### src/logic/itd_consts.vh
`ifndef ITD_CONSTS_VH
`define ITD_CONSTS_VH

// ----------------------------------------------------------------
// Instruction word layout
// ----------------------------------------------------------------
`define ITD_IW_W          14
`define ITD_F_LSB         0
`define ITD_F_W           7
`define ITD_D_BIT         7
`define ITD_B_LSB         7
`define ITD_B_W           3
`define ITD_N_BIT         2
`define ITD_MM_LSB        0
`define ITD_MM_W          2
`define ITD_IND0_ADDR     7'h00
`define ITD_IND1_ADDR     7'h01
`define ITD_PTR_W         16
`define ITD_PTR_MSB       15

// ----------------------------------------------------------------
// Timing
// ----------------------------------------------------------------
`define ITD_OSC_PER_CYC   4
`define ITD_PH_W          2

// ----------------------------------------------------------------
// Pointer step modes
// ----------------------------------------------------------------
`define ITD_MM_PREINC     2'h0
`define ITD_MM_PREDEC     2'h1
`define ITD_MM_POSTINC    2'h2
`define ITD_MM_POSTDEC    2'h3

// ----------------------------------------------------------------
// Instruction classes
// ----------------------------------------------------------------
`define ITD_C_BYTE        4'h0
`define ITD_C_BIT         4'h1
`define ITD_C_LIT         4'h2
`define ITD_C_CALL        4'h3
`define ITD_C_RET         4'h4
`define ITD_C_JUMP        4'h5
`define ITD_C_SKIP        4'h6
`define ITD_C_IND         4'h7
`define ITD_C_RSVD        4'hf

`endif

### src/logic/itd_phase.v
`timescale 1ns/1ns
`include "itd_consts.vh"

// ----------------------------------------------------------------
// Four-phase sequencer: one instruction cycle per four clocks.
// ----------------------------------------------------------------
module itd_phase (
    input  wire                   clock,
    input  wire                   nrst,
    input  wire                   ce,
    output reg  [`ITD_PH_W-1:0]   phase_q,
    output reg                    cyc_end_q
);

    // Phase counter wraps every four oscillator clocks.
    always @(posedge clock or negedge nrst) begin
        if (!nrst) begin
            phase_q   <= 2'h0;
            cyc_end_q <= 1'b0;
        end else if (ce) begin
            phase_q   <= phase_q + 2'h1;
            cyc_end_q <= (phase_q == 2'h2);
        end
    end

endmodule

### src/logic/itd_top.v
`timescale 1ns/1ns
`include "itd_consts.vh"

// Functional notes
// - Each instruction is one 14-bit word with opcode and all operands.
// - Instructions take one instruction cycle except listed multi-cycle kinds.
// - Direct call and call through accumulator take two cycles.
// - Plain return, literal return and interrupt exit take two cycles.
// - Jumps and taken skips take two cycles.
// - Indirect data access to program memory adds one cycle; the code stalls only for file ops on 0x00/0x01, never for indirect moves.
// - One instruction cycle is four oscillator clocks.
// - File register operands are read, modified, then written back.
// - Destination bit 0 writes accumulator, 1 writes the file register.
// - File address field is a 7-bit index, 0x00 to 0x7f.
// - Bit operand picks one of eight bits in a file register.
// - Don't-care instruction bits are ignored by decode.
// - Pointer number selects indirect pair zero or one.
// - Two-bit step_select picks pre/post increment or decrement.
// - Program counter change or true test adds a no-operation cycle.
// - Pointer msb set marks an indirect access as program memory.

// ----------------------------------------------------------------
// Instruction decode and cycle timing
// ----------------------------------------------------------------
module itd_top #(
    parameter IW = `ITD_IW_W
) (
    input  wire                    clock,
    input  wire                    nrst,
    input  wire                    ce,
    input  wire [IW-1:0]           instr,
    input  wire                    instr_valid,
    input  wire                    test_true,
    input  wire [`ITD_PTR_W-1:0]   ptr0,
    input  wire [`ITD_PTR_W-1:0]   ptr1,
    output reg                     fetch_q,
    output reg  [3:0]              iclass_q,
    output reg  [`ITD_F_W-1:0]     faddr_q,
    output reg  [2:0]              bitsel_q,
    output reg  [7:0]              bitmask_q,
    output reg                     dest_file_q,
    output reg                     rd_file_q,
    output reg                     wr_file_q,
    output reg                     wr_acc_q,
    output reg                     ptr_sel_q,
    output reg  [1:0]              step_select_q,
    output reg                     nop_cycle_q,
    output reg                     stall_cycle_q,
    output reg                     reserved_q,
    output reg  [1:0]              phase_q
);

    // ------------------------------------------------------------
    // Execution states, one-hot
    // ------------------------------------------------------------
    localparam [2:0] ST_EXEC  = 3'h1;
    localparam [2:0] ST_NOP   = 3'h2;
    localparam [2:0] ST_STALL = 3'h4;

    wire [1:0] ph;
    wire       cyc_end;

    reg  [2:0] state_q;
    reg  [2:0] state_d;
    reg  [IW-1:0] iw_q;
    reg  [3:0] cls;
    reg        wr_only;
    reg        ind_pm;
    reg        needs_nop;
    reg        is_file;
    reg        tst_only;
    wire [7:0] mask_d;

    itd_phase u_phase (
        .clock     (clock),
        .nrst      (nrst),
        .ce        (ce),
        .phase_q   (ph),
        .cyc_end_q (cyc_end)
    );

    // ------------------------------------------------------------
    // Opcode classification; x bits never feed the compare.
    // ------------------------------------------------------------
    function [3:0] classify;
        input [IW-1:0] w;
        begin
            classify = `ITD_C_RSVD;
            if (w[13:12] == 2'b00) begin
                if (w[11:8] == 4'b1011 || w[11:8] == 4'b1111)
                    classify = `ITD_C_SKIP;
                else if (w[11:8] != 4'b0000)
                    classify = `ITD_C_BYTE;
                else if (w[7])
                    classify = `ITD_C_BYTE;
                else if (w[7:0] == 8'h08 || w[7:0] == 8'h09 ||
                         w[7:0] == 8'h0b)
                    classify = `ITD_C_RET;
                else if (w[7:0] == 8'h0a || w[7:0] == 8'h0e)
                    classify = `ITD_C_CALL;
                else if (w[7:3] == 5'b00010)
                    classify = `ITD_C_IND;
                else if (w[7:0] == 8'h00)
                    classify = `ITD_C_LIT;
            end else if (w[13:12] == 2'b01) begin
                classify = w[11] ? `ITD_C_SKIP : `ITD_C_BIT;
            end else if (w[13:12] == 2'b10) begin
                classify = w[11] ? `ITD_C_JUMP : `ITD_C_CALL;
            end else begin
                if (w[11:10] == 2'b01)
                    classify = `ITD_C_RET;
                else if (w[11:9] == 3'b001)
                    classify = `ITD_C_JUMP;
                else
                    classify = `ITD_C_LIT;
            end
        end
    endfunction

    // ------------------------------------------------------------
    // File-register operand test
    // ------------------------------------------------------------
    // Shared by the stall, read and write decodes so that the three
    // can never disagree. The accumulator clear sits in the byte
    // group but names no file register, so it neither reads nor
    // stalls.
    function file_op;
        input [3:0]    c;
        input [IW-1:0] w;
        begin
            file_op = (c == `ITD_C_BYTE || c == `ITD_C_BIT ||
                       c == `ITD_C_SKIP) &&
                      !(w[13:7] == 7'h02);
        end
    endfunction

    // ------------------------------------------------------------
    // One-hot bit mask
    // ------------------------------------------------------------
    // One comparator per bit lane keeps the mask free of a wide
    // shifter and makes each lane plainly one-hot.
    genvar k;
    generate
        for (k = 0; k < 8; k = k + 1) begin : g_mask
            assign mask_d[k] = (iw_q[`ITD_B_LSB +: `ITD_B_W] == k);
        end
    endgenerate

    // ------------------------------------------------------------
    // Decode limitations
    // ------------------------------------------------------------
    // Only the opcode groups that change timing or operand use are
    // told apart. Literal-class words all share one code, since
    // none of them touches a file register or changes the flow.
    // Patterns that match no listed group raise reserved_q and are
    // otherwise run as one-cycle no-ops; the core does not trap.
    // The pointer step operand is passed on untouched: the pointer
    // arithmetic itself lives in the datapath, not here.
    // The accumulator clear shares its upper bits with the file
    // clear, so the destination bit alone tells the two apart.
    // Bit-test skips only read their register and never store.

    // Decoded view of the word held in the current instruction cycle.
    always @* begin
        cls       = classify(iw_q);
        is_file   = file_op(cls, iw_q);
        tst_only  = (cls == `ITD_C_SKIP) && (iw_q[13:12] == 2'b01);
        wr_only   = ((iw_q[13:8] == 6'h00) || (iw_q[13:8] == 6'h01)) &&
                    iw_q[`ITD_D_BIT];
        ind_pm    = 1'b0;
        needs_nop = 1'b0;
        if (is_file) begin
            if (iw_q[6:0] == `ITD_IND0_ADDR)
                ind_pm = ptr0[`ITD_PTR_MSB];
            else if (iw_q[6:0] == `ITD_IND1_ADDR)
                ind_pm = ptr1[`ITD_PTR_MSB];
        end
        if (cls == `ITD_C_CALL || cls == `ITD_C_RET ||
            cls == `ITD_C_JUMP)
            needs_nop = 1'b1;
        else if (cls == `ITD_C_SKIP && test_true)
            needs_nop = 1'b1;
    end

    // ------------------------------------------------------------
    // Instruction-cycle walk
    // ------------------------------------------------------------
    // Each instruction cycle is four clocks, counted by the phase
    // sequencer. The word in iw_q is replaced only on the clock
    // that ends phase 3, and only when the next state is EXEC or NOP, so
    // every decode output below stands for one whole instruction
    // cycle. The file read strobe falls in phase 1 and the write
    // strobe in phase 3 so that a consumer always sees the old
    // value before the new one is stored.
    //
    // A word that touches an indirect data port whose pointer has
    // its top bit set goes EXEC, STALL, EXEC, costing one extra
    // cycle while the program-memory operand is fetched.
    // A call, return, jump or taken skip goes EXEC, NOP, EXEC;
    // the word is cleared to zero on entry to NOP so that the
    // no-op cycle decodes as a harmless literal class and drives
    // no strobes. When both apply, the stall comes first and the
    // no-op follows it, three cycles in all.
    //
    // The skip condition is a level from the datapath. It is read
    // in the last phase of the cycle, so the datapath has three
    // clocks to settle it after the read strobe.

    // Next state at each instruction-cycle boundary.
    always @* begin
        state_d = state_q;
        case (state_q)
            ST_EXEC: begin
                if (ind_pm)
                    state_d = ST_STALL;
                else if (needs_nop)
                    state_d = ST_NOP;
            end
            ST_STALL: begin
                state_d = needs_nop ? ST_NOP : ST_EXEC;
            end
            ST_NOP: begin
                state_d = ST_EXEC;
            end
            default: begin
                state_d = ST_EXEC;
            end
        endcase
    end

    // ------------------------------------------------------------
    // Sequencer and registered outputs
    // ------------------------------------------------------------
    // The word is latched only when a new cycle starts in EXEC, so a
    // fetch arriving during a stall or no-op cycle is discarded.
    always @(posedge clock or negedge nrst) begin
        if (!nrst) begin
            state_q       <= ST_EXEC;
            iw_q          <= 14'h0000;
            fetch_q       <= 1'b0;
            iclass_q      <= `ITD_C_LIT;
            faddr_q       <= 7'h00;
            bitsel_q      <= 3'h0;
            bitmask_q     <= 8'h00;
            dest_file_q   <= 1'b0;
            rd_file_q     <= 1'b0;
            wr_file_q     <= 1'b0;
            wr_acc_q      <= 1'b0;
            ptr_sel_q     <= 1'b0;
            step_select_q <= 2'h0;
            nop_cycle_q   <= 1'b0;
            stall_cycle_q <= 1'b0;
            reserved_q    <= 1'b0;
            phase_q       <= 2'h0;
        end else if (ce) begin
            phase_q <= ph;
            fetch_q <= cyc_end && (state_d == ST_EXEC);
            if (cyc_end) begin
                state_q <= state_d;
                if (state_d == ST_EXEC && instr_valid)
                    iw_q <= instr;
                else if (state_d == ST_NOP)
                    iw_q <= 14'h0000;
            end
            nop_cycle_q   <= (state_q == ST_NOP);
            stall_cycle_q <= (state_q == ST_STALL);
            iclass_q      <= cls;
            reserved_q    <= (cls == `ITD_C_RSVD);
            faddr_q       <= iw_q[`ITD_F_LSB +: `ITD_F_W];
            bitsel_q      <= iw_q[`ITD_B_LSB +: `ITD_B_W];
            bitmask_q     <= mask_d;
            ptr_sel_q     <= iw_q[`ITD_N_BIT];
            step_select_q <= iw_q[`ITD_MM_LSB +: `ITD_MM_W];
            dest_file_q   <= iw_q[`ITD_D_BIT] | (cls == `ITD_C_BIT);
            // Read in phase 1, write in phase 3, even for write-only ops.
            rd_file_q <= (state_q == ST_EXEC) && (ph == 2'h0) &&
                         is_file;
            wr_file_q <= (state_q == ST_EXEC) && (ph == 2'h2) &&
                         is_file && !tst_only &&
                         ((cls == `ITD_C_BIT) ||
                          iw_q[`ITD_D_BIT] || wr_only);
            wr_acc_q  <= (state_q == ST_EXEC) && (ph == 2'h2) &&
                         (cls == `ITD_C_BYTE || cls == `ITD_C_SKIP) &&
                         !tst_only &&
                         !iw_q[`ITD_D_BIT] && !wr_only;
        end
    end

endmodule

### config.mk
export PLATFORM = sky130hd
export DESIGN_NAME = itd_top
export DESIGN_NICKNAME = d
export VERILOG_FILES = /design/src/logic/itd_phase.v /design/src/logic/itd_top.v
export VERILOG_INCLUDE_DIRS = /design/src /design/src/logic
export SDC_FILE = /design/constraint.sdc
export NUM_CORES = 1
export LEC_CHECK = 0
export ABC_AREA = 1
export BUFFER_PORTS_ARGS = -buffer_cell sky130_fd_sc_hd__buf_2
export CAP_MARGIN = 15
export CORE_MARGIN = 8
export CORE_UTILIZATION = 54
export DETAILED_ROUTE_END_ITERATION = 8
export GPL_ROUTABILITY_DRIVEN = 0
export GPL_TIMING_DRIVEN = 0
export PLACE_DENSITY_LB_ADDON = 0.25
export SLEW_MARGIN = 5
export SYNTH_ARGS = -nofsm -noshare
export SYNTH_HDL_FRONTEND = slang
export SYNTH_SLANG_ARGS = --single-unit
### constraint.sdc
create_clock -name clock -period 3.92 [get_ports clock]
set_input_delay 1.176 -clock clock [delete_from_list [all_inputs] [get_ports clock]]
set_output_delay 1.176 -clock clock [all_outputs]
set_load 0.1 [all_outputs]
Word level (Yosys, flattened, before mapping)
Cells that the tools add are included.

$add $sub $neg: 1. Muxes and demuxes: 25. Bitwise gates (word level): 1. Reductions and logical operators: 43. Equal/unequal tests: 34.

Operators by type and width (count): 8-bit by 4-bit equality test with 1-bit output, second input constant (5); 4-bit two-way mux (8); 14-bit two-way mux (2); 3-bit two-way mux (8); 1-bit logical AND (16); 3-bit equality test, second input constant (5); 3-bit by 1-bit equality test with 1-bit output, second input constant (4); 3-bit by 2-bit equality test with 1-bit output, second input constant (4); 4-bit by 3-bit equality test with 1-bit output, second input constant (3); 4-bit equality test, second input constant (3); 1-bit logical OR (12); 8-bit zero test (1); 7-bit by 1-bit equality test with 1-bit output, second input constant (1); 7-bit by 2-bit equality test with 1-bit output, second input constant (1); 7-bit zero test (1); 6-bit by 1-bit equality test with 1-bit output, second input constant (1); 6-bit zero test (1); 3-bit one-hot mux with 2 select lines (1); 5-bit by 2-bit equality test with 1-bit output, second input constant (1); 1-bit two-way mux (5); 2-bit by 1-bit equality test with 1-bit output, second input constant (2); 2-bit equality test, second input constant (2); 4-bit by 1-bit equality test with 1-bit output, second input constant (1); 4-bit by 2-bit equality test with 1-bit output, second input constant (1); 11 further kinds (15).

Bits of input ports: 51. Register bits: 55. Output and inout bits: 35.

Logic depth before layout (Yosys ltp)
Depth in word-level cells: 20. Gate-level depth with buffers: 19. Depth with buffers taken out: 17.

By module
A second synthesis with hierarchy kept.

Cell total of the unflattened synthesis: 304. Area, all modules: 2509.9 um2.

By module, submodules not included: itd_top (sequential area each 1228.7 um2, area an instance 2377.3 um2, instances 1, cells each 288); itd_phase (sequential area each 75.1 um2, area an instance 132.6 um2, instances 1, cells each 16).

Worst setup path after synthesis
Ideal clock, no wire load.

Path kind: reg2out. Start: reg faddr_q[2]. End: out faddr_q[2]. Slack: 1.404 ns. Stages on the path, launching flop included: 2. Arrival time: 1.340 ns. Path buffers: 1. Cells stage by stage: dfrtp_1 -> buf_4.

RTL lines: from (decl) (line itd_top.v:38) `` output reg [`ITD_F_W-1:0] faddr_q, ``; from (signal assigned) (line itd_top.v:269) `` faddr_q <= iw_q[`ITD_F_LSB +: `ITD_F_W]; ``.

No word-level cell between the ends.

Worst setup path after layout
Start: reg iclass_q[1]. End: out iclass_q[1].

RTL lines: from (decl) (line itd_top.v:37) `output reg [3:0] iclass_q,`; from (signal assigned) (line itd_top.v:241) `` iclass_q <= `ITD_C_LIT; ``; from (signal assigned) (line itd_top.v:267) `iclass_q <= cls;`.

No word-level cell between the ends.

==> impl_metrics.toml <==
[outcome]
status = "complete, no violations"

[die]
die_x_um = 84.1
design.core.area_mm2 = 0.00441
rows = 24
die-area_mm2 = 0.00707
io_pins = 86
initial_core_util_pct = 56.7
die_h_um = 84.1

[sta]
finalHoldViolations = 0
slew_headroom_pct = 57.5
min_period_over_period_pct = 62.9
max_freq_ghz = 0.406
worst_pin_slew_ns = 0.633
rsz0062_at_grt = "false"
finalSetupViolations = 0
clock_skew_ns = 0.00926
tns_ns = 0
finalCriticalPeriod_ns = 2.46
drv_slew = 0

[logic_synthesis]
netlist-cell-type-count = 29
synthMuxAreaShare_pct = 0
synth_fp_nets = 360
synth_top_family_by_area = "simple AND/OR/NAND/NOR gates"
synth_simple_gate_area_share_pct = 29.9
yosys_register_bits = 52
synth_xor_area_share_pct = 0.350
synth_compound_area_share_pct = 8.45
synthTopCellsByArea = "dfrtp_1, nand2_1, nand3_1"
syn_area_mm2 = 0.00250
synthAdderAreaFrac_pct = 1.00
synth.top_cell.area_share_pct = 50.0
syn_avg_cell_area_um2 = 8.15
syn_inst = 307
yosys.area.top_type = "dfrtp_1"
ys_seq_area_share_pct = 52.1
yosysWarningCount = 0

[layout]
regArea_mm2 = 0.00130
post-route-util_pct = 67.9
fin_area_mm2 = 0.00300
num-fill-cells = 389
final_cell_mix = "nand2_1, buf_2, dfrtp_1, nand3_1, o21ai_0"
area_growth_pct = 19.8
drive_above_1_share_pct = 24.9
final_common_cell = "nand2_1"
multiInputGateArea_um2 = 993
nNetsFinal = 422
diodes = 0

[worst_setup_path]
required_ns = 2.74
path_max_fanout = 2
worst_ep_arrival_time_ns = 1.29
end_kind = "output port"
start_kind = "flop"
cp_cell_sequence = "buf_2"
cpMaxStageDelayCell = "dfstp_2"
critPathLaunch = "iclass_q[1]"
timing.rr.start = "classify.w[8]"
path_class = "flop to output port"
cp_num_buf_inv = 1
cpLargestDelayFamily = "flip-flops"
cpPeakStageDelay_ns = 0.55

[clock_network]
clk_latency_ns = 0.31
clkSinkCount = 52
htree_levels = 2
cts_tree = "built"
cts_buffers = 5
clockRootBuffer = "clkbuf_8"
clk_path_buf_depth = 2
clk_pin_slew_ns = 0.10
holdBufCountCts = 0
cts_resized = 0
cts_setup_buffers = 0

[drt]
ant_nets = 0
drt_first_pass_iters = 4
post-route-drc-count = 0
drt_iter0_drc = 101
drt_wl_total_um = 5760
routedWlPerCell_um = 13.6
vias_per_cell = 5.15
vias = 2175

[global_routing]
grt_pass1_vias = 2125
grt_max_degree = 53
grt_pass1_wl_um = 9790
grt_overflow = 0
track_usage_pct = 16.5
antenna_found_initial = 0

[flow_run]
cap_violations = 0

[min_path]
min_from = "u_phase.phase_q[0]"
hold_class = "flop to flop"

[placement]
place_area_mm2 = 0.00284
hpwl_um = 4300
port_buffers = 54
-- registers in the layout (all words and copies together) (netlist names) --
name / flops
classify.w: 14
bitmask_q: 8
faddr_q: 7
iclass_q: 4
bitsel_q: 3
state_q: 3
phase_q: 2
u_phase.phase_q: 2
dest_file_q: 1
fetch_q: 1
nop_cycle_q: 1
rd_file_q: 1
reserved_q: 1
stall_cycle_q: 1
u_phase.cyc_end_q: 1
wr_acc_q: 1
wr_file_q: 1
-- synth_stat cells --
master / number
nand3_1: 29
nand2_2: 4
clkinv_1: 1
nor2_2: 3
nor2_4: 3
buf_4: 5
nand4_2: 1
inv_1: 23
a21oi_1: 5
dfrtp_1: 50
nor2_1: 9
clkbuf_1: 6
nand2_4: 1
nand4_1: 4
buf_2: 1
inv_2: 7
buf_6: 2
o211ai_1: 1
o31ai_1: 4
nor3b_1: 1
nand2_1: 108
o21ai_0: 24
dfstp_2: 2
nor3_1: 6
a21oi_2: 1
ha_1: 2
a32o_1: 1
xor2_1: 1
o21ai_1: 2
-- per-stage QoR --
stage / instances / hold WS (ns) / setup WS (ns)
after floorplan: 307 / 0.442 / 1.40
after global placement: 413 / 0.452 / 1.53
after detailed placement: 413 / 0.455 / 1.53
after CTS: 421 / 0.475 / 1.45
after global routing: 422 / 0.489 / 1.41
final: 422 / 0.471 / 1.46
-- layout make-up --
class | instances | area share [%]
Sequential cell | 52 | 43.5
Multi-Input combinational cell | 210 | 33.2
Timing Repair Buffer | 55 | 9.94
Inverter | 31 | 3.88
Buffer | 14 | 2.92
Clock buffer | 6 | 2.42
Tap cell | 52 | 2.17
Clock inverter | 2 | 2.00
-- final timing paths --
check                                          end  slack [ns]  cells past startpoint
worst max-delay path                   iclass_q[1]        1.46                      1
min in group asynchronous              bitsel_q[2]        0.87                      1
worst min-delay path            u_phase.phase_q[0]        0.47                      1
max in group asynchronous               state_q[0]        2.43                      2
worst max register to register       classify.w[9]        1.74                     18
worst min register to register  u_phase.phase_q[0]        0.47                      1
-- cells by family (layout without fill, tap and decap cells) --
| kind of cell | count (synthesis) | after routing |
|---|---|---|
| and+or+nand+nor | 169 | 169 |
| AOI/OAI and AO/OA | 38 | 38 |
| xor gates and xnor gates | 1 | 1 |
| adders and majority gates | 2 | 2 |
| DFF | 52 | 52 |
| buffers and inverters | 45 | 108 |
-- metal layers --
layer  GRT usage [%]  wire, µm
met5               0         0
met4            5.34        68
met3            6.25       461
met2            26.3      2700
met1            19.8      2530
Power is left out: the tool's default activity adds up to more than one toggle a clock period on the data nets, which glitch-free logic cannot reach.
